$ cat src/rtl/ohs_pkg.sv
// Shared constants and types for the origin homing sequencer.
// Assumes one 100 MHz clock and a synchronous active-high reset.
package ohs_pkg;
  // ==========================================================
  // Register bus
  localparam int ADDR_W = 8;
  localparam int DATA_W = 32;
  localparam logic [ADDR_W-1:0] ADDR_CTRL = 8'h00;
  localparam logic [ADDR_W-1:0] ADDR_FAST_SPEED = 8'h04;
  localparam logic [ADDR_W-1:0] ADDR_SLOW_SPEED = 8'h08;
  localparam logic [ADDR_W-1:0] ADDR_OFS_REV = 8'h0c;
  localparam logic [ADDR_W-1:0] ADDR_OFS_PULSE = 8'h10;
  localparam logic [ADDR_W-1:0] ADDR_STATUS = 8'h14;
  localparam logic [ADDR_W-1:0] ADDR_ORIGIN_POS = 8'h18;

  // ==========================================================
  // Control register fields
  localparam int DET_LSB = 0;
  localparam int DET_W = 3;
  localparam int SHORT_LSB = 3;
  localparam int SHORT_W = 2;
  localparam int START_LSB = 5;
  localparam int START_W = 2;
  localparam int STOP_BIT = 7;
  localparam int CMODE_LSB = 8;
  localparam int CMODE_W = 2;
  localparam int TRIG_SEL_LSB = 10;
  localparam int TRIG_SEL_W = 3;
  localparam int TRIG_EN_BIT = 13;

  // ==========================================================
  // Setting codes and limits
  localparam logic [DET_W-1:0] DET_CCW_LIMIT = 3'h0;
  localparam logic [DET_W-1:0] DET_CW_LIMIT = 3'h1;
  localparam logic [DET_W-1:0] DET_SENSOR_CW = 3'h2;
  localparam logic [DET_W-1:0] DET_SENSOR_CCW = 3'h3;
  localparam logic [DET_W-1:0] DET_INDEX_CW = 3'h4;
  localparam logic [DET_W-1:0] DET_MAX = 3'h5;
  localparam logic [SHORT_W-1:0] SHORT_REVERSE = 2'h0;
  localparam logic [SHORT_W-1:0] SHORT_FORWARD = 2'h1;
  localparam logic [SHORT_W-1:0] SHORT_EDGE = 2'h2;
  localparam logic [START_W-1:0] START_OFF = 2'h0;
  localparam logic [START_W-1:0] START_AUTO = 2'h1;
  localparam logic [START_W-1:0] START_TRIG = 2'h2;
  localparam logic STOP_PULLBACK = 1'b0;
  localparam logic [CMODE_W-1:0] CMODE_INT_POS = 2'h0;
  localparam int SPEED_W = 11;
  localparam logic [SPEED_W-1:0] SPEED_MIN = 11'h001;
  localparam logic [SPEED_W-1:0] FAST_MAX = 11'h7d0;
  localparam logic [SPEED_W-1:0] FAST_DEF = 11'h3e8;
  localparam logic [SPEED_W-1:0] SLOW_MAX = 11'h1f4;
  localparam logic [SPEED_W-1:0] SLOW_DEF = 11'h032;
  localparam logic signed [15:0] OFS_REV_MAX = 16'sh7530;
  localparam int DI_N = 8;

  // ==========================================================
  // Types
  typedef enum logic [5:0] {
    ST_IDLE = 6'h01,
    ST_FAST = 6'h02,
    ST_SLOW = 6'h04,
    ST_DECEL = 6'h08,
    ST_RETURN = 6'h10,
    ST_DONE = 6'h20
  } ohs_state_type;

  typedef struct packed {
    logic run;
    logic dir_cw;
    logic [SPEED_W-1:0] speed;
    logic decel;
    logic go_target;
    logic [DATA_W-1:0] target;
  } ohs_motion_type;

  typedef struct packed {
    logic cw_limit;
    logic ccw_limit;
    logic origin;
    logic index;
    logic [DI_N-1:0] di;
  } ohs_pins_type;
endpackage

$ cat src/rtl/ohs_pin_sync.sv
// Three-stage synchroniser with agreement filter for pin inputs.
// Assumes pins are asynchronous to ref_clk_i and held for several cycles.
`timescale 1ns/1ps
module ohs_pin_sync import ohs_pkg::*; #(
  parameter int WIDTH = 12
) (
  // Clock and reset
  input wire logic ref_clk_i,
  input wire logic rst_i,
  // Pins and filtered levels
  input wire logic [WIDTH-1:0] pins_i,
  output logic [WIDTH-1:0] levels_o
);
  logic [WIDTH-1:0] s1_reg;
  logic [WIDTH-1:0] s2_reg;
  logic [WIDTH-1:0] s3_reg;

  // ==========================================================
  // Stages
  // The first stage feeds only the second, to keep metastability contained.
  always_ff @(posedge ref_clk_i) begin
    if (rst_i) begin
      s1_reg <= '0;
      s2_reg <= '0;
      s3_reg <= '0;
    end else begin
      s1_reg <= pins_i;
      s2_reg <= s1_reg;
      s3_reg <= s2_reg;
    end
  end

  // ==========================================================
  // Agreement filter
  always_ff @(posedge ref_clk_i) begin
    if (rst_i) begin
      levels_o <= '0;
    end else begin
      for (int i = 0; i < WIDTH; i++) begin
        if (s2_reg[i] == s3_reg[i]) begin
          levels_o[i] <= s3_reg[i];
        end
      end
    end
  end
endmodule

$ cat src/rtl/ohs_homing_sequencer.sv
// Homing sequencer: start policy, rough and precise origin search, stop.
// Assumes a motion loop that follows motion_o and reports stop and arrival.
//
// Function
// - Start mode 0 disables homing entirely.
// - Start mode 1 homes once automatically after power-up with servo on.
// - Start mode 2 homes on every trigger edge while the servo works.
// - Trigger needs a digital input pin mapped to the home trigger.
// - Detector 0 searches clockwise on the counter-clockwise limit; later hits warn.
// - Detector 1 searches counter-clockwise on the clockwise limit; later hits warn.
// - Limit references preferably refine on the index pulse.
// - Detectors 2 and 3 search cw or ccw on the origin sensor.
// - Detectors 4 and 5 search cw or ccw directly for the index pulse.
// - Short mode 0 reverses at slow speed to the nearest index.
// - Short mode 1 continues at slow speed to the nearest index.
// - Short mode 2 takes sensor edge or found index, then decelerates.
// - Stop mode 0 decelerates then drives back onto the origin.
// - Stop mode 1 stops forward, overrun uncorrected, origin unchanged.
// - Fast speed 1 to 2000 r/min, default 1000.
// - Slow speed 1 to 500 r/min, default 50.
// - Offset is signed revolutions within 30000 plus signed pulses.
// - Homing only runs in internal position control mode.
//
// Added by the designer: the placing of the registers and the address-and-strobe port.
`timescale 1ns/1ps
module ohs_homing_sequencer import ohs_pkg::*; #(
  parameter int PULSES_PER_REV = 10000
) (
  // Clock and reset
  input wire logic ref_clk_i,
  input wire logic rst_i,
  // Register port
  input wire logic [ADDR_W-1:0] reg_addr_i,
  input wire logic [DATA_W-1:0] reg_wdata_i,
  input wire logic reg_wr_i,
  input wire logic reg_rd_i,
  output logic [DATA_W-1:0] reg_rdata_o,
  // Drive status
  input wire logic servo_on_i,
  input wire logic motor_stopped_i,
  input wire logic at_target_i,
  input wire logic [DATA_W-1:0] position_i,
  // Pins
  input wire logic clockwise_limit_input_i,
  input wire logic counter_clockwise_limit_input_i,
  input wire logic external_origin_sensor_i,
  input wire logic index_pulse_i,
  input wire logic [DI_N-1:0] di_pins_i,
  // Motion and results
  output ohs_motion_type motion_o,
  output logic zero_set_o,
  output logic [DATA_W-1:0] zero_value_o,
  output logic homing_busy_o,
  output logic homing_done_o,
  output logic limit_warn_o
);
  localparam int PIN_W = $bits(ohs_pins_type);

  // ==========================================================
  // Functions
  function automatic logic [SPEED_W-1:0] clamp_speed(input logic [DATA_W-1:0] v,
                                                     input logic [SPEED_W-1:0] hi);
    if (v < DATA_W'(SPEED_MIN)) begin
      clamp_speed = SPEED_MIN;
    end else if (v > DATA_W'(hi)) begin
      clamp_speed = hi;
    end else begin
      clamp_speed = v[SPEED_W-1:0];
    end
  endfunction

  function automatic logic signed [DATA_W-1:0] clamp_signed(input logic signed [DATA_W-1:0] v,
                                                           input logic signed [DATA_W-1:0] hi);
    if (v > hi) begin
      clamp_signed = hi;
    end else if (v < -hi) begin
      clamp_signed = -hi;
    end else begin
      clamp_signed = v;
    end
  endfunction

  function automatic logic [DATA_W-1:0] clamp_code(input logic [DATA_W-1:0] v,
                                                   input logic [DATA_W-1:0] hi);
    clamp_code = (v > hi) ? hi : v;
  endfunction

  // ==========================================================
  // Settings
  logic [DET_W-1:0] det_reg;
  logic [SHORT_W-1:0] short_reg;
  logic [START_W-1:0] start_reg;
  logic stop_reg;
  logic [CMODE_W-1:0] cmode_reg;
  logic [TRIG_SEL_W-1:0] trig_sel_reg;
  logic trig_en_reg;
  logic [SPEED_W-1:0] fast_reg;
  logic [SPEED_W-1:0] slow_reg;
  logic signed [15:0] ofs_rev_reg;
  logic signed [DATA_W-1:0] ofs_pulse_reg;
  logic signed [DATA_W-1:0] ofs_pulse_max;

  assign ofs_pulse_max = DATA_W'(PULSES_PER_REV - 1);

  always_ff @(posedge ref_clk_i) begin
    if (rst_i) begin
      det_reg <= DET_CCW_LIMIT;
      short_reg <= SHORT_REVERSE;
      start_reg <= START_OFF;
      stop_reg <= STOP_PULLBACK;
      cmode_reg <= CMODE_INT_POS;
      trig_sel_reg <= '0;
      trig_en_reg <= 1'b0;
      fast_reg <= FAST_DEF;
      slow_reg <= SLOW_DEF;
      ofs_rev_reg <= '0;
      ofs_pulse_reg <= '0;
    end else if (reg_wr_i) begin
      if (reg_addr_i == ADDR_CTRL) begin
        // Out-of-range codes saturate to the highest legal code.
        det_reg <= DET_W'(clamp_code(DATA_W'(reg_wdata_i[DET_LSB +: DET_W]),
                                     DATA_W'(DET_MAX)));
        short_reg <= SHORT_W'(clamp_code(DATA_W'(reg_wdata_i[SHORT_LSB +: SHORT_W]),
                                         DATA_W'(SHORT_EDGE)));
        start_reg <= START_W'(clamp_code(DATA_W'(reg_wdata_i[START_LSB +: START_W]),
                                         DATA_W'(START_TRIG)));
        stop_reg <= reg_wdata_i[STOP_BIT];
        cmode_reg <= reg_wdata_i[CMODE_LSB +: CMODE_W];
        trig_sel_reg <= reg_wdata_i[TRIG_SEL_LSB +: TRIG_SEL_W];
        trig_en_reg <= reg_wdata_i[TRIG_EN_BIT];
      end else if (reg_addr_i == ADDR_FAST_SPEED) begin
        fast_reg <= clamp_speed(reg_wdata_i, FAST_MAX);
      end else if (reg_addr_i == ADDR_SLOW_SPEED) begin
        slow_reg <= clamp_speed(reg_wdata_i, SLOW_MAX);
      end else if (reg_addr_i == ADDR_OFS_REV) begin
        ofs_rev_reg <= 16'(clamp_signed(reg_wdata_i, DATA_W'(OFS_REV_MAX)));
      end else if (reg_addr_i == ADDR_OFS_PULSE) begin
        ofs_pulse_reg <= clamp_signed(reg_wdata_i, ofs_pulse_max);
      end
    end
  end

  // ==========================================================
  // Pin synchronisation and edges
  ohs_pins_type pins_raw;
  ohs_pins_type pins_lvl;
  ohs_pins_type pins_prev_reg;

  assign pins_raw = '{cw_limit: clockwise_limit_input_i,
                      ccw_limit: counter_clockwise_limit_input_i,
                      origin: external_origin_sensor_i,
                      index: index_pulse_i,
                      di: di_pins_i};

  ohs_pin_sync #(
    .WIDTH(PIN_W)
  ) u_pin_sync (
    .ref_clk_i(ref_clk_i),
    .rst_i(rst_i),
    .pins_i(pins_raw),
    .levels_o(pins_lvl)
  );

  always_ff @(posedge ref_clk_i) begin
    if (rst_i) begin
      pins_prev_reg <= '0;
    end else begin
      pins_prev_reg <= pins_lvl;
    end
  end

  logic origin_rise;
  logic index_rise;
  logic trig_rise;

  assign origin_rise = pins_lvl.origin & ~pins_prev_reg.origin;
  assign index_rise = pins_lvl.index & ~pins_prev_reg.index;
  // Without a mapped pin no trigger request can reach the sequencer.
  assign trig_rise = trig_en_reg & pins_lvl.di[trig_sel_reg]
                     & ~pins_prev_reg.di[trig_sel_reg];

  // ==========================================================
  // Start policy
  logic mode_ok;
  logic auto_used_reg;
  logic start_req;
  logic abort;

  assign mode_ok = (cmode_reg == CMODE_INT_POS);
  assign start_req = servo_on_i & mode_ok
                     & (((start_reg == START_AUTO) & ~auto_used_reg)
                        | ((start_reg == START_TRIG) & trig_rise));
  assign abort = ~servo_on_i | ~mode_ok | (start_reg == START_OFF);

  // Automatic homing is spent once per power-up, not per servo enable.
  always_ff @(posedge ref_clk_i) begin
    if (rst_i) begin
      auto_used_reg <= 1'b0;
    end else if (start_req & (start_reg == START_AUTO)) begin
      auto_used_reg <= 1'b1;
    end
  end

  // ==========================================================
  // Search decode
  logic rough_hit;
  logic sensor_det;
  logic index_det;
  logic start_dir_cw;

  assign sensor_det = (det_reg == DET_SENSOR_CW) | (det_reg == DET_SENSOR_CCW);
  assign index_det = (det_reg >= DET_INDEX_CW);
  // Even codes search clockwise, odd codes counter-clockwise.
  assign start_dir_cw = ~det_reg[0];

  always_comb begin
    if (det_reg == DET_CCW_LIMIT) begin
      rough_hit = pins_lvl.ccw_limit;
    end else if (det_reg == DET_CW_LIMIT) begin
      rough_hit = pins_lvl.cw_limit;
    end else if (sensor_det) begin
      rough_hit = origin_rise;
    end else begin
      rough_hit = 1'b0;
    end
  end

  // ==========================================================
  // Sequencer
  ohs_state_type state_reg;
  logic dir_cw_reg;
  logic [DATA_W-1:0] origin_pos_reg;
  logic done_reg;

  always_ff @(posedge ref_clk_i) begin
    if (rst_i) begin
      state_reg <= ST_IDLE;
      dir_cw_reg <= 1'b0;
    end else if (abort) begin
      state_reg <= ST_IDLE;
    end else if (start_req) begin
      dir_cw_reg <= start_dir_cw;
      // Index detectors have no rough stage, so they go straight to slow search.
      state_reg <= index_det ? ST_SLOW : ST_FAST;
    end else begin
      case (state_reg)
        ST_FAST: begin
          if (rough_hit) begin
            if ((short_reg == SHORT_EDGE) & sensor_det) begin
              state_reg <= ST_DECEL;
            end else begin
              // Limit references refine on the index; edge mode falls back to it.
              if (short_reg == SHORT_REVERSE) begin
                dir_cw_reg <= ~dir_cw_reg;
              end
              state_reg <= ST_SLOW;
            end
          end
        end
        ST_SLOW: begin
          if (index_rise) begin
            state_reg <= ST_DECEL;
          end
        end
        ST_DECEL: begin
          if (motor_stopped_i) begin
            state_reg <= (stop_reg == STOP_PULLBACK) ? ST_RETURN : ST_DONE;
          end
        end
        ST_RETURN: begin
          if (at_target_i) begin
            state_reg <= ST_DONE;
          end
        end
        ST_DONE: begin
          state_reg <= ST_IDLE;
        end
        default: begin
          state_reg <= ST_IDLE;
        end
      endcase
    end
  end

  // ==========================================================
  // Origin capture
  // The origin is the position at the detecting edge, so overrun never moves it.
  logic capture;

  assign capture = ~abort & ~start_req
                   & (((state_reg == ST_FAST) & rough_hit & (short_reg == SHORT_EDGE)
                       & sensor_det)
                      | ((state_reg == ST_SLOW) & index_rise));

  always_ff @(posedge ref_clk_i) begin
    if (rst_i) begin
      origin_pos_reg <= '0;
    end else if (capture) begin
      origin_pos_reg <= position_i;
    end
  end

  // ==========================================================
  // Completion and zero setting
  logic signed [DATA_W-1:0] ofs_total;

  assign ofs_total = DATA_W'(ofs_rev_reg * PULSES_PER_REV) + ofs_pulse_reg;

  always_ff @(posedge ref_clk_i) begin
    if (rst_i) begin
      done_reg <= 1'b0;
      zero_set_o <= 1'b0;
      zero_value_o <= '0;
    end else begin
      zero_set_o <= ~abort & (state_reg == ST_DONE);
      if (~abort & (state_reg == ST_DONE)) begin
        done_reg <= 1'b1;
        zero_value_o <= ofs_total;
      end else if (start_req) begin
        done_reg <= 1'b0;
      end
    end
  end

  // ==========================================================
  // Motion command
  always_ff @(posedge ref_clk_i) begin
    if (rst_i) begin
      motion_o <= '0;
    end else begin
      motion_o.run <= (state_reg == ST_FAST) | (state_reg == ST_SLOW);
      motion_o.dir_cw <= dir_cw_reg;
      motion_o.speed <= (state_reg == ST_FAST) ? fast_reg : slow_reg;
      motion_o.decel <= (state_reg == ST_DECEL);
      motion_o.go_target <= (state_reg == ST_RETURN);
      motion_o.target <= origin_pos_reg;
    end
  end

  // ==========================================================
  // Limit warning
  // A limit in use as the rough reference is silent only while homing runs.
  logic homing_active;

  assign homing_active = (state_reg != ST_IDLE);

  always_ff @(posedge ref_clk_i) begin
    if (rst_i) begin
      limit_warn_o <= 1'b0;
    end else begin
      limit_warn_o <= (pins_lvl.ccw_limit & ~(homing_active & (det_reg == DET_CCW_LIMIT)))
                      | (pins_lvl.cw_limit & ~(homing_active & (det_reg == DET_CW_LIMIT)));
    end
  end

  always_ff @(posedge ref_clk_i) begin
    if (rst_i) begin
      homing_busy_o <= 1'b0;
      homing_done_o <= 1'b0;
    end else begin
      homing_busy_o <= homing_active & ~abort;
      homing_done_o <= done_reg;
    end
  end

  // ==========================================================
  // Register read port
  logic [DATA_W-1:0] rd_mux;

  always_comb begin
    rd_mux = '0;
    if (reg_addr_i == ADDR_CTRL) begin
      rd_mux[DET_LSB +: DET_W] = det_reg;
      rd_mux[SHORT_LSB +: SHORT_W] = short_reg;
      rd_mux[START_LSB +: START_W] = start_reg;
      rd_mux[STOP_BIT] = stop_reg;
      rd_mux[CMODE_LSB +: CMODE_W] = cmode_reg;
      rd_mux[TRIG_SEL_LSB +: TRIG_SEL_W] = trig_sel_reg;
      rd_mux[TRIG_EN_BIT] = trig_en_reg;
    end else if (reg_addr_i == ADDR_FAST_SPEED) begin
      rd_mux = DATA_W'(fast_reg);
    end else if (reg_addr_i == ADDR_SLOW_SPEED) begin
      rd_mux = DATA_W'(slow_reg);
    end else if (reg_addr_i == ADDR_OFS_REV) begin
      rd_mux = DATA_W'(signed'(ofs_rev_reg));
    end else if (reg_addr_i == ADDR_OFS_PULSE) begin
      rd_mux = ofs_pulse_reg;
    end else if (reg_addr_i == ADDR_STATUS) begin
      rd_mux = {20'h00000, limit_warn_o, done_reg, homing_active, auto_used_reg,
                pins_lvl.index, pins_lvl.origin, state_reg};
    end else if (reg_addr_i == ADDR_ORIGIN_POS) begin
      rd_mux = origin_pos_reg;
    end
  end

  // Read data stand only in the cycle after the strobe; unmapped reads return zero.
  always_ff @(posedge ref_clk_i) begin
    if (rst_i) begin
      reg_rdata_o <= '0;
    end else begin
      reg_rdata_o <= reg_rd_i ? rd_mux : '0;
    end
  end
endmodule

$ cat config.mk
export PLATFORM = sky130hd
export DESIGN_NAME = ohs_homing_sequencer
export DESIGN_NICKNAME = d
export VERILOG_FILES = /design/src/rtl/ohs_pkg.sv /design/src/rtl/ohs_pin_sync.sv /design/src/rtl/ohs_homing_sequencer.sv
export SDC_FILE = /design/constraint.sdc
export NUM_CORES = 1
export LEC_CHECK = 0
export BUFFER_PORTS_ARGS = -buffer_cell sky130_fd_sc_hd__buf_2
export CAP_MARGIN = 20
export CORE_MARGIN = 5
export CORE_UTILIZATION = 35
export CTS_CLUSTER_DIAMETER = 50
export CTS_CLUSTER_SIZE = 24
export DETAILED_ROUTE_END_ITERATION = 16
export PLACE_DENSITY = 0.67
export SETUP_SLACK_MARGIN = 0.5
export SLEW_MARGIN = 20
export SYNTH_ARGS = -nofsm -noshare
export SYNTH_HDL_FRONTEND = slang
export SYNTH_HIERARCHICAL = 1
export SYNTH_SLANG_ARGS = --single-unit
$ cat constraint.sdc
create_clock -name ref_clk_i -period 5.5 [get_ports ref_clk_i]
set_clock_uncertainty 0.1 [all_clocks]
set_input_delay 0.825 -clock ref_clk_i [delete_from_list [all_inputs] [get_ports ref_clk_i]]
set_output_delay 0.825 -clock ref_clk_i [all_outputs]
set_load 0.02 [all_outputs]
Yosys cells after proc, flatten, opt, wreduce, memory -nomap -nowiden
Cells that the tools add are included.

Add/subtract/negate cells: 1. Multiply operators: 1. Magnitude comparators: 12. Equal/unequal tests: 35. Muxes and demuxes: 42. Bitwise gates (word level): 46. Reduce and logical (&&, ||, !) cells: 19.

Operators with widths (number): 32-bit 2-to-1 mux (6); 11-bit 2-to-1 mux (5); 14-bit 2-to-1 mux (3); 6-bit 2-to-1 mux (6); 31-bit by 32-bit adder with 32-bit output (1); 32-bit by 11-bit greater-than comparator with 1-bit output, second input constant (1); 32-bit by 15-bit greater-than comparator with 1-bit output, second input constant (1); 32-bit by 16-bit greater-than comparator with 1-bit output, second input constant (1); 32-bit by 9-bit greater-than comparator with 1-bit output, second input constant (1); 32-bit by 1-bit less-than comparator with 1-bit output, second input constant (1); 32-bit by 15-bit less-than comparator with 1-bit output, second input constant (1); 32-bit by 16-bit less-than comparator with 1-bit output, second input constant (1); 16-bit 2-to-1 mux (2); 16-bit by 11-bit multiplier with 27-bit output, second input constant (1); 8-bit by 5-bit equality test with 1-bit output, second input constant (3); 6-bit one-hot mux with 4 select lines (1); 1-bit bitwise AND (22); 1-bit inverter (17); 8-bit by 4-bit equality test with 1-bit output, second input constant (2); 1-bit equality test (12); 1-bit 2-to-1 mux (12); 3-bit inequality test, second input constant (4); 5-bit AND reduction (2); 8-bit by 3-bit equality test with 1-bit output, second input constant (1); 30 further kinds (49).

Flip-flop bits (word level): 298. Input bits: 91. Output and inout port bits: 115. Word-level logic and storage cells: 203.

Logic depth before layout (Yosys ltp)
Depth after elaboration: 10. Gate-level depth with buffers: 29. Gate-level depth less buffers: 28.

Cells and area by module
The synthesis kept the hierarchy.

By module, submodules not included: ohs_homing_sequencer (times used 1, cells each 1589, area an instance 13912.1 um^2, seq. area each 5004.8 um^2); ohs_pin_sync (times used 1, cells each 125, area an instance 1420.1 um^2, seq. area each 960.9 um^2).

Worst setup path before layout
No wires, ideal clock.

Path kind: register to register. Start: reg ofs_rev_reg[6]. End: reg zero_value_o[31]. Setup time: 119 ps. Data arrival time: 5584 ps. Required time: 5281 ps. Slack: -303 ps. Stages on the path, launching flop included: 28. Path buffers: 1. Period minus slack after synthesis: 5803 ps. Path through: dfxtp_1 > ha_1 > ha_1 > fa_1 > fa_1 > inv_1 > fa_1 > inv_1 > ha_1 > a21oi_1 > o21bai_1 > a221o_1 > o21ai_0 > nand2b_1 > nand2_1 > nand2_1 > xor2_1 > ha_1 > clkbuf_1 > a21oi_1 > nor2b_1 > o31ai_1 > o21a_1 > o21ai_1 > a21o_1 > a21oi_1 > xor2_1 > o21ai_1.

Cells in the longest elaborated chain, start to end: 2.

Ends and longest elaborated chain: start, declared (line ohs_homing_sequencer.sv:99) `logic signed [15:0] ofs_rev_reg;`; start signal, assigned (line ohs_homing_sequencer.sv:136) `ofs_rev_reg <= 16'(clamp_signed(reg_wdata_i, DATA_W'(OFS_REV_MAX)));`; 16-bit by 11-bit multiplier with 27-bit output (line ohs_homing_sequencer.sv:307) `assign ofs_total = DATA_W'(ofs_rev_reg * PULSES_PER_REV) + ofs_pulse_reg;`; 31-bit by 32-bit adder with 32-bit output (line ohs_homing_sequencer.sv:307); end signal, assigned (line ohs_homing_sequencer.sv:318) `zero_value_o <= ofs_total;`; end, declared (line ohs_homing_sequencer.sv:52) `output logic [DATA_W-1:0] zero_value_o,`.

Every way passes these cells. A chain may end at the register's enable or synchronous reset.

Final worst setup path
Start: reg ofs_rev_reg[5]. End: reg zero_value_o[30].

Same word-level chain as after synthesis.

==> flow_results.org <==
** STA
- Maximum frequency from static timing analysis :: about 180 MHz
- Slack of the critical path :: -0.135 ns
- In this run the tightest slew margin relative to its limit is 0.289.
- Endpoints failing setup :: 3
- Worst Tran Pin Value :: about 1.1 ns
- Subtracting the final worst setup slack from the clock period gives 5.63 ns.
- On the final layout, the worst hold slack is between 0.3 and 0.4 ns.
- Total Negative Setup Slacks :: -0.248 ns
- The number of slew-limit violations in the final report came to 0.
- Fin crit share :: 1.02
- The number of hold-slack violations in the final timing report is 0.
- Setup repair after global routing could not meet its margin everywhere.

** Worst setup path
- The worst setup path is of the flop to flop kind.
- On the worst path, the slowest cell contributes a delay of just under 0.5 ns.
- The worst setup path is launched from a flop.
- The worst setup path is captured at a flop.
- R2R depth :: 27
- CP required :: slightly below 6 ns
- The worst register-to-register path ends at zero_value_o[30].
- Slowest stage cell, crit path :: sky130_fd_sc_hd__fa_1
- The critical path contains buffers and inverters numbering 5 combined.
- Startpoint of the lowest-slack register-to-register path :: ofs_rev_reg[5]
- Cell class contributing the biggest share of worst-path delay :: adder cells
- Setup slack of the worst register-to-register path :: -0.13 ns
- Along the worst path, the maximum fanout reaches 5.
- Data arrival time of the critical path :: between 5 and 6 ns

** Power and ir drop
- In this run the power density over the cells is between 200 and 250 nW/um^2.
- Switching Share :: 0.247
- The share of total power dissipated in the clock network is 0.504.
- Power comes to around 4.7 mW.
- Net Sw Power :: between 1 and 1.5 mW
- Summed over all cells, the static leakage comes to 8.43 nW.
- Highest ir drop seen on vdd :: roughly 0.00019 V
- Share of total power in combinational logic :: 0.038
- Cell internal power was estimated by the tool at 3.56 mW.
- Of the total power, registers draw 0.459.

** Layout
- Final nets :: 2233
- Top register by number of flip-flops :: motion_o
- Layout-stage area growth over the synthesis result :: 27.2%
- In the final layout, the share of cells above drive strength 1 is 0.268.
- Area of all placed cells without fillers :: between 15000 and 20000 um^2
- Commonest cells after routing, fill and taps aside :: sky130_fd_sc_hd__dfxtp_1, sky130_fd_sc_hd__buf_2, sky130_fd_sc_hd__nand2_1, sky130_fd_sc_hd__nor2_1, sky130_fd_sc_hd__a21oi_1
- End-of-flow core utilization :: 0.452
- Leaving out fill and tap cells, the most frequent cell in the layout is sky130_fd_sc_hd__dfxtp_1.
- Post-route insts no fill :: between 2000 and 3000
- The sequential cells in the finished layout cover a total of roughly 6000 um^2.
- Area occupied by multi-input gates :: 9200 um^2
- The register with the most flip-flops in the layout has 47 of them.
- Fill cell total of the finished layout :: 4212

** Placed design
- Cell count after placement :: ~2500
- The placed instances occupy a cell area of between 15000 and 20000 um^2.
- The count of buffers added on input and output ports is ~210.
- The wire-length estimate of the detail-placed layout is between 30000 and 40000 um.
- Timing analysis after detailed placement gives a worst setup slack of -0.304 ns.
- GPL Wtd Cong :: 0.913

** Hold path
- The worst hold path terminates at u_pin_sync/s2_reg[1].
- The tightest min-delay check is of the flop to flop type.
- The worst hold path begins at u_pin_sync/s1_reg[1].
- Along the worst hold path, the cell count comes to 1.

** Synth
- Most instantiated flip-flop cell in the synthesis netlist :: sky130_fd_sc_hd__dfxtp_1
- Synthesized net count :: 1963
- The Yosys step of the flow raised 6 warnings.
- Dominant cells by area after synthesis :: sky130_fd_sc_hd__dfxtp_1, sky130_fd_sc_hd__ha_1, sky130_fd_sc_hd__fa_1
- In this run, distinct cell masters in the synthesized netlist total roughly 80.
- Counting flops with an async set or reset pin after synthesis yields a share of 0.
- Of the post-synthesis cell area, the dominant cell type holds 0.389.
- The synthesized netlist occupies a cell area of around 15000 um^2.
- Synthesis inferred ~300 register bits.
- The synthesized design contains 0 enable-type register cells.
- Sequential-to-total area share from yosys stat :: 0.389
- In the synthesized netlist, the number of instances is about 1700.
- Largest area contributor in the synthesized netlist :: sky130_fd_sc_hd__dfxtp_1
- Post-Syn Area per Cell :: roughly 9 um^2

** Job
- Max-cap violations in this run came to 0.

** Global routing
- Global-route wire length before repair :: about 74000 um
- For met2 alone, demand over resource in global routing was 0.327.
- In the global route stage, met1 resource usage came out at 0.246.
- Global-route congestion overflow total :: 0
- For this run, the total global-route usage over all layers was measured as 0.195.
- Entering global routing, the biggest net connects 99 pins.
- The number of global-route vias before repair was about 13000.
- GRT Max-Usage Layer :: met2
- The number of antenna violations at the first check in global routing came to 8.
- Met3 layer usage reported by global route :: 0.0363

** Status
- Failing checks :: negative setup slack
- Status :: finished with violations

** Floorplanning
- Floorplan die area :: about 48000 um^2
- I/O pin total :: slightly above 200
- Standard-cell row count :: between 70 and 80
- The core region is around 43000 um^2.
- Die boundary height :: 219 um
- Starting density of the core :: 0.355
- Measured along the x axis, the die boundary spans 219 um.

** Detailed routing
- In the final routed layout, each cell accounts on average for about 19 um.
- Via count :: around 13000
- Wires add up to 48800 um.
- Violation count after the first detailed-route iteration :: 1090
- Pre-Repair DR Iteration Count :: 6
- Final ANT Viol Nets :: 0
- In the routed design, unresolved DRC markers number 0.
- Vias per cell :: 5.18

** Clock tree
- Counting every sink on the clock net gives about 300.
- After clock tree synthesis, the clock-pin slew on the worst setup and hold paths is 0.07 ns.
- TritonCTS built the clock tree.
- Insertion delay of the later-clocked pin in the worst-skew pair :: around 0.56 ns
- H-tree lvl count :: 2
- The tree is rooted in a sky130_fd_sc_hd__clkbuf_16.
- Clock buffer depth :: 3
- Number of hold-repair buffers added at the cts stage :: 0
- In this run, CTS created clock tree buffers numbering 34.
## worst max path at each step
stage / cells past startpoint / to / startpoint
2_1_floorplan: 22 / zero_value_o[30] / ofs_rev_reg[12]
3_3_place_gp: 25 / zero_value_o[30] / ofs_rev_reg[4]
3_5_place_dp: 26 / zero_value_o[30] / ofs_rev_reg[6]
4_1_cts: 26 / zero_value_o[30] / ofs_rev_reg[8]
5_1_grt: 24 / zero_value_o[30] / ofs_rev_reg[12]
6_report: 27 / zero_value_o[30] / ofs_rev_reg[5]
## routing by layer
layer  share of wire  routed length, um
met4           0.042               2030
met5         0.00070                 34
met2            0.47              23000
met3           0.065               3150
met1            0.42              20500
## synth_stat cells (all sizes together) (28+ instances only)
master / count
clkbuf: 52
o211ai: 29
nor2b: 87
nor3: 37
nor2: 150
inv: 112
o21ai: 75
fa: 46
nand2: 191
a21oi: 157
ha: 112
buf: 35
mux2i: 40
xnor2: 28
dfxtp: 298
## logic make-up after synthesis
family	synth area share
AND/OR/NAND/NOR	0.183
AO/OA/AOI/OAI	0.165
XOR/XNOR	0.0234
adder cells (fa/ha/maj)	0.151
buffers and inverters	0.0564
multiplexers	0.0320
flip-flops	0.389
## cell type report
class                      instances  share of cell area
antenna                            3            0.000385
clock buffer                      37              0.0442
clock inverter                    25              0.0175
inverter                         112              0.0216
multi-input combinational       1217               0.472
sequential                       298               0.308
tap                              585              0.0375
timing repair buffer             321              0.0989
## power by group through the flow
stage	clock network (mW)	registers, mW	logic (mW)
floorplan	0	2.22	0.0919
CTS	2.44	2.17	0.175
detailed placement	0	2.22	0.173
finish	2.38	2.17	0.179
global placement	0	2.22	0.172
global route	2.52	2.17	0.191
## timing repair
item,CTS,global route
endpoints found under the setup margin,12,16
hold endpoints to repair,0,0
setup buffers,8,11
gates resized for setup,38,31
pin swaps,27,29
Note: power is estimated with default switching activity, not from simulation.
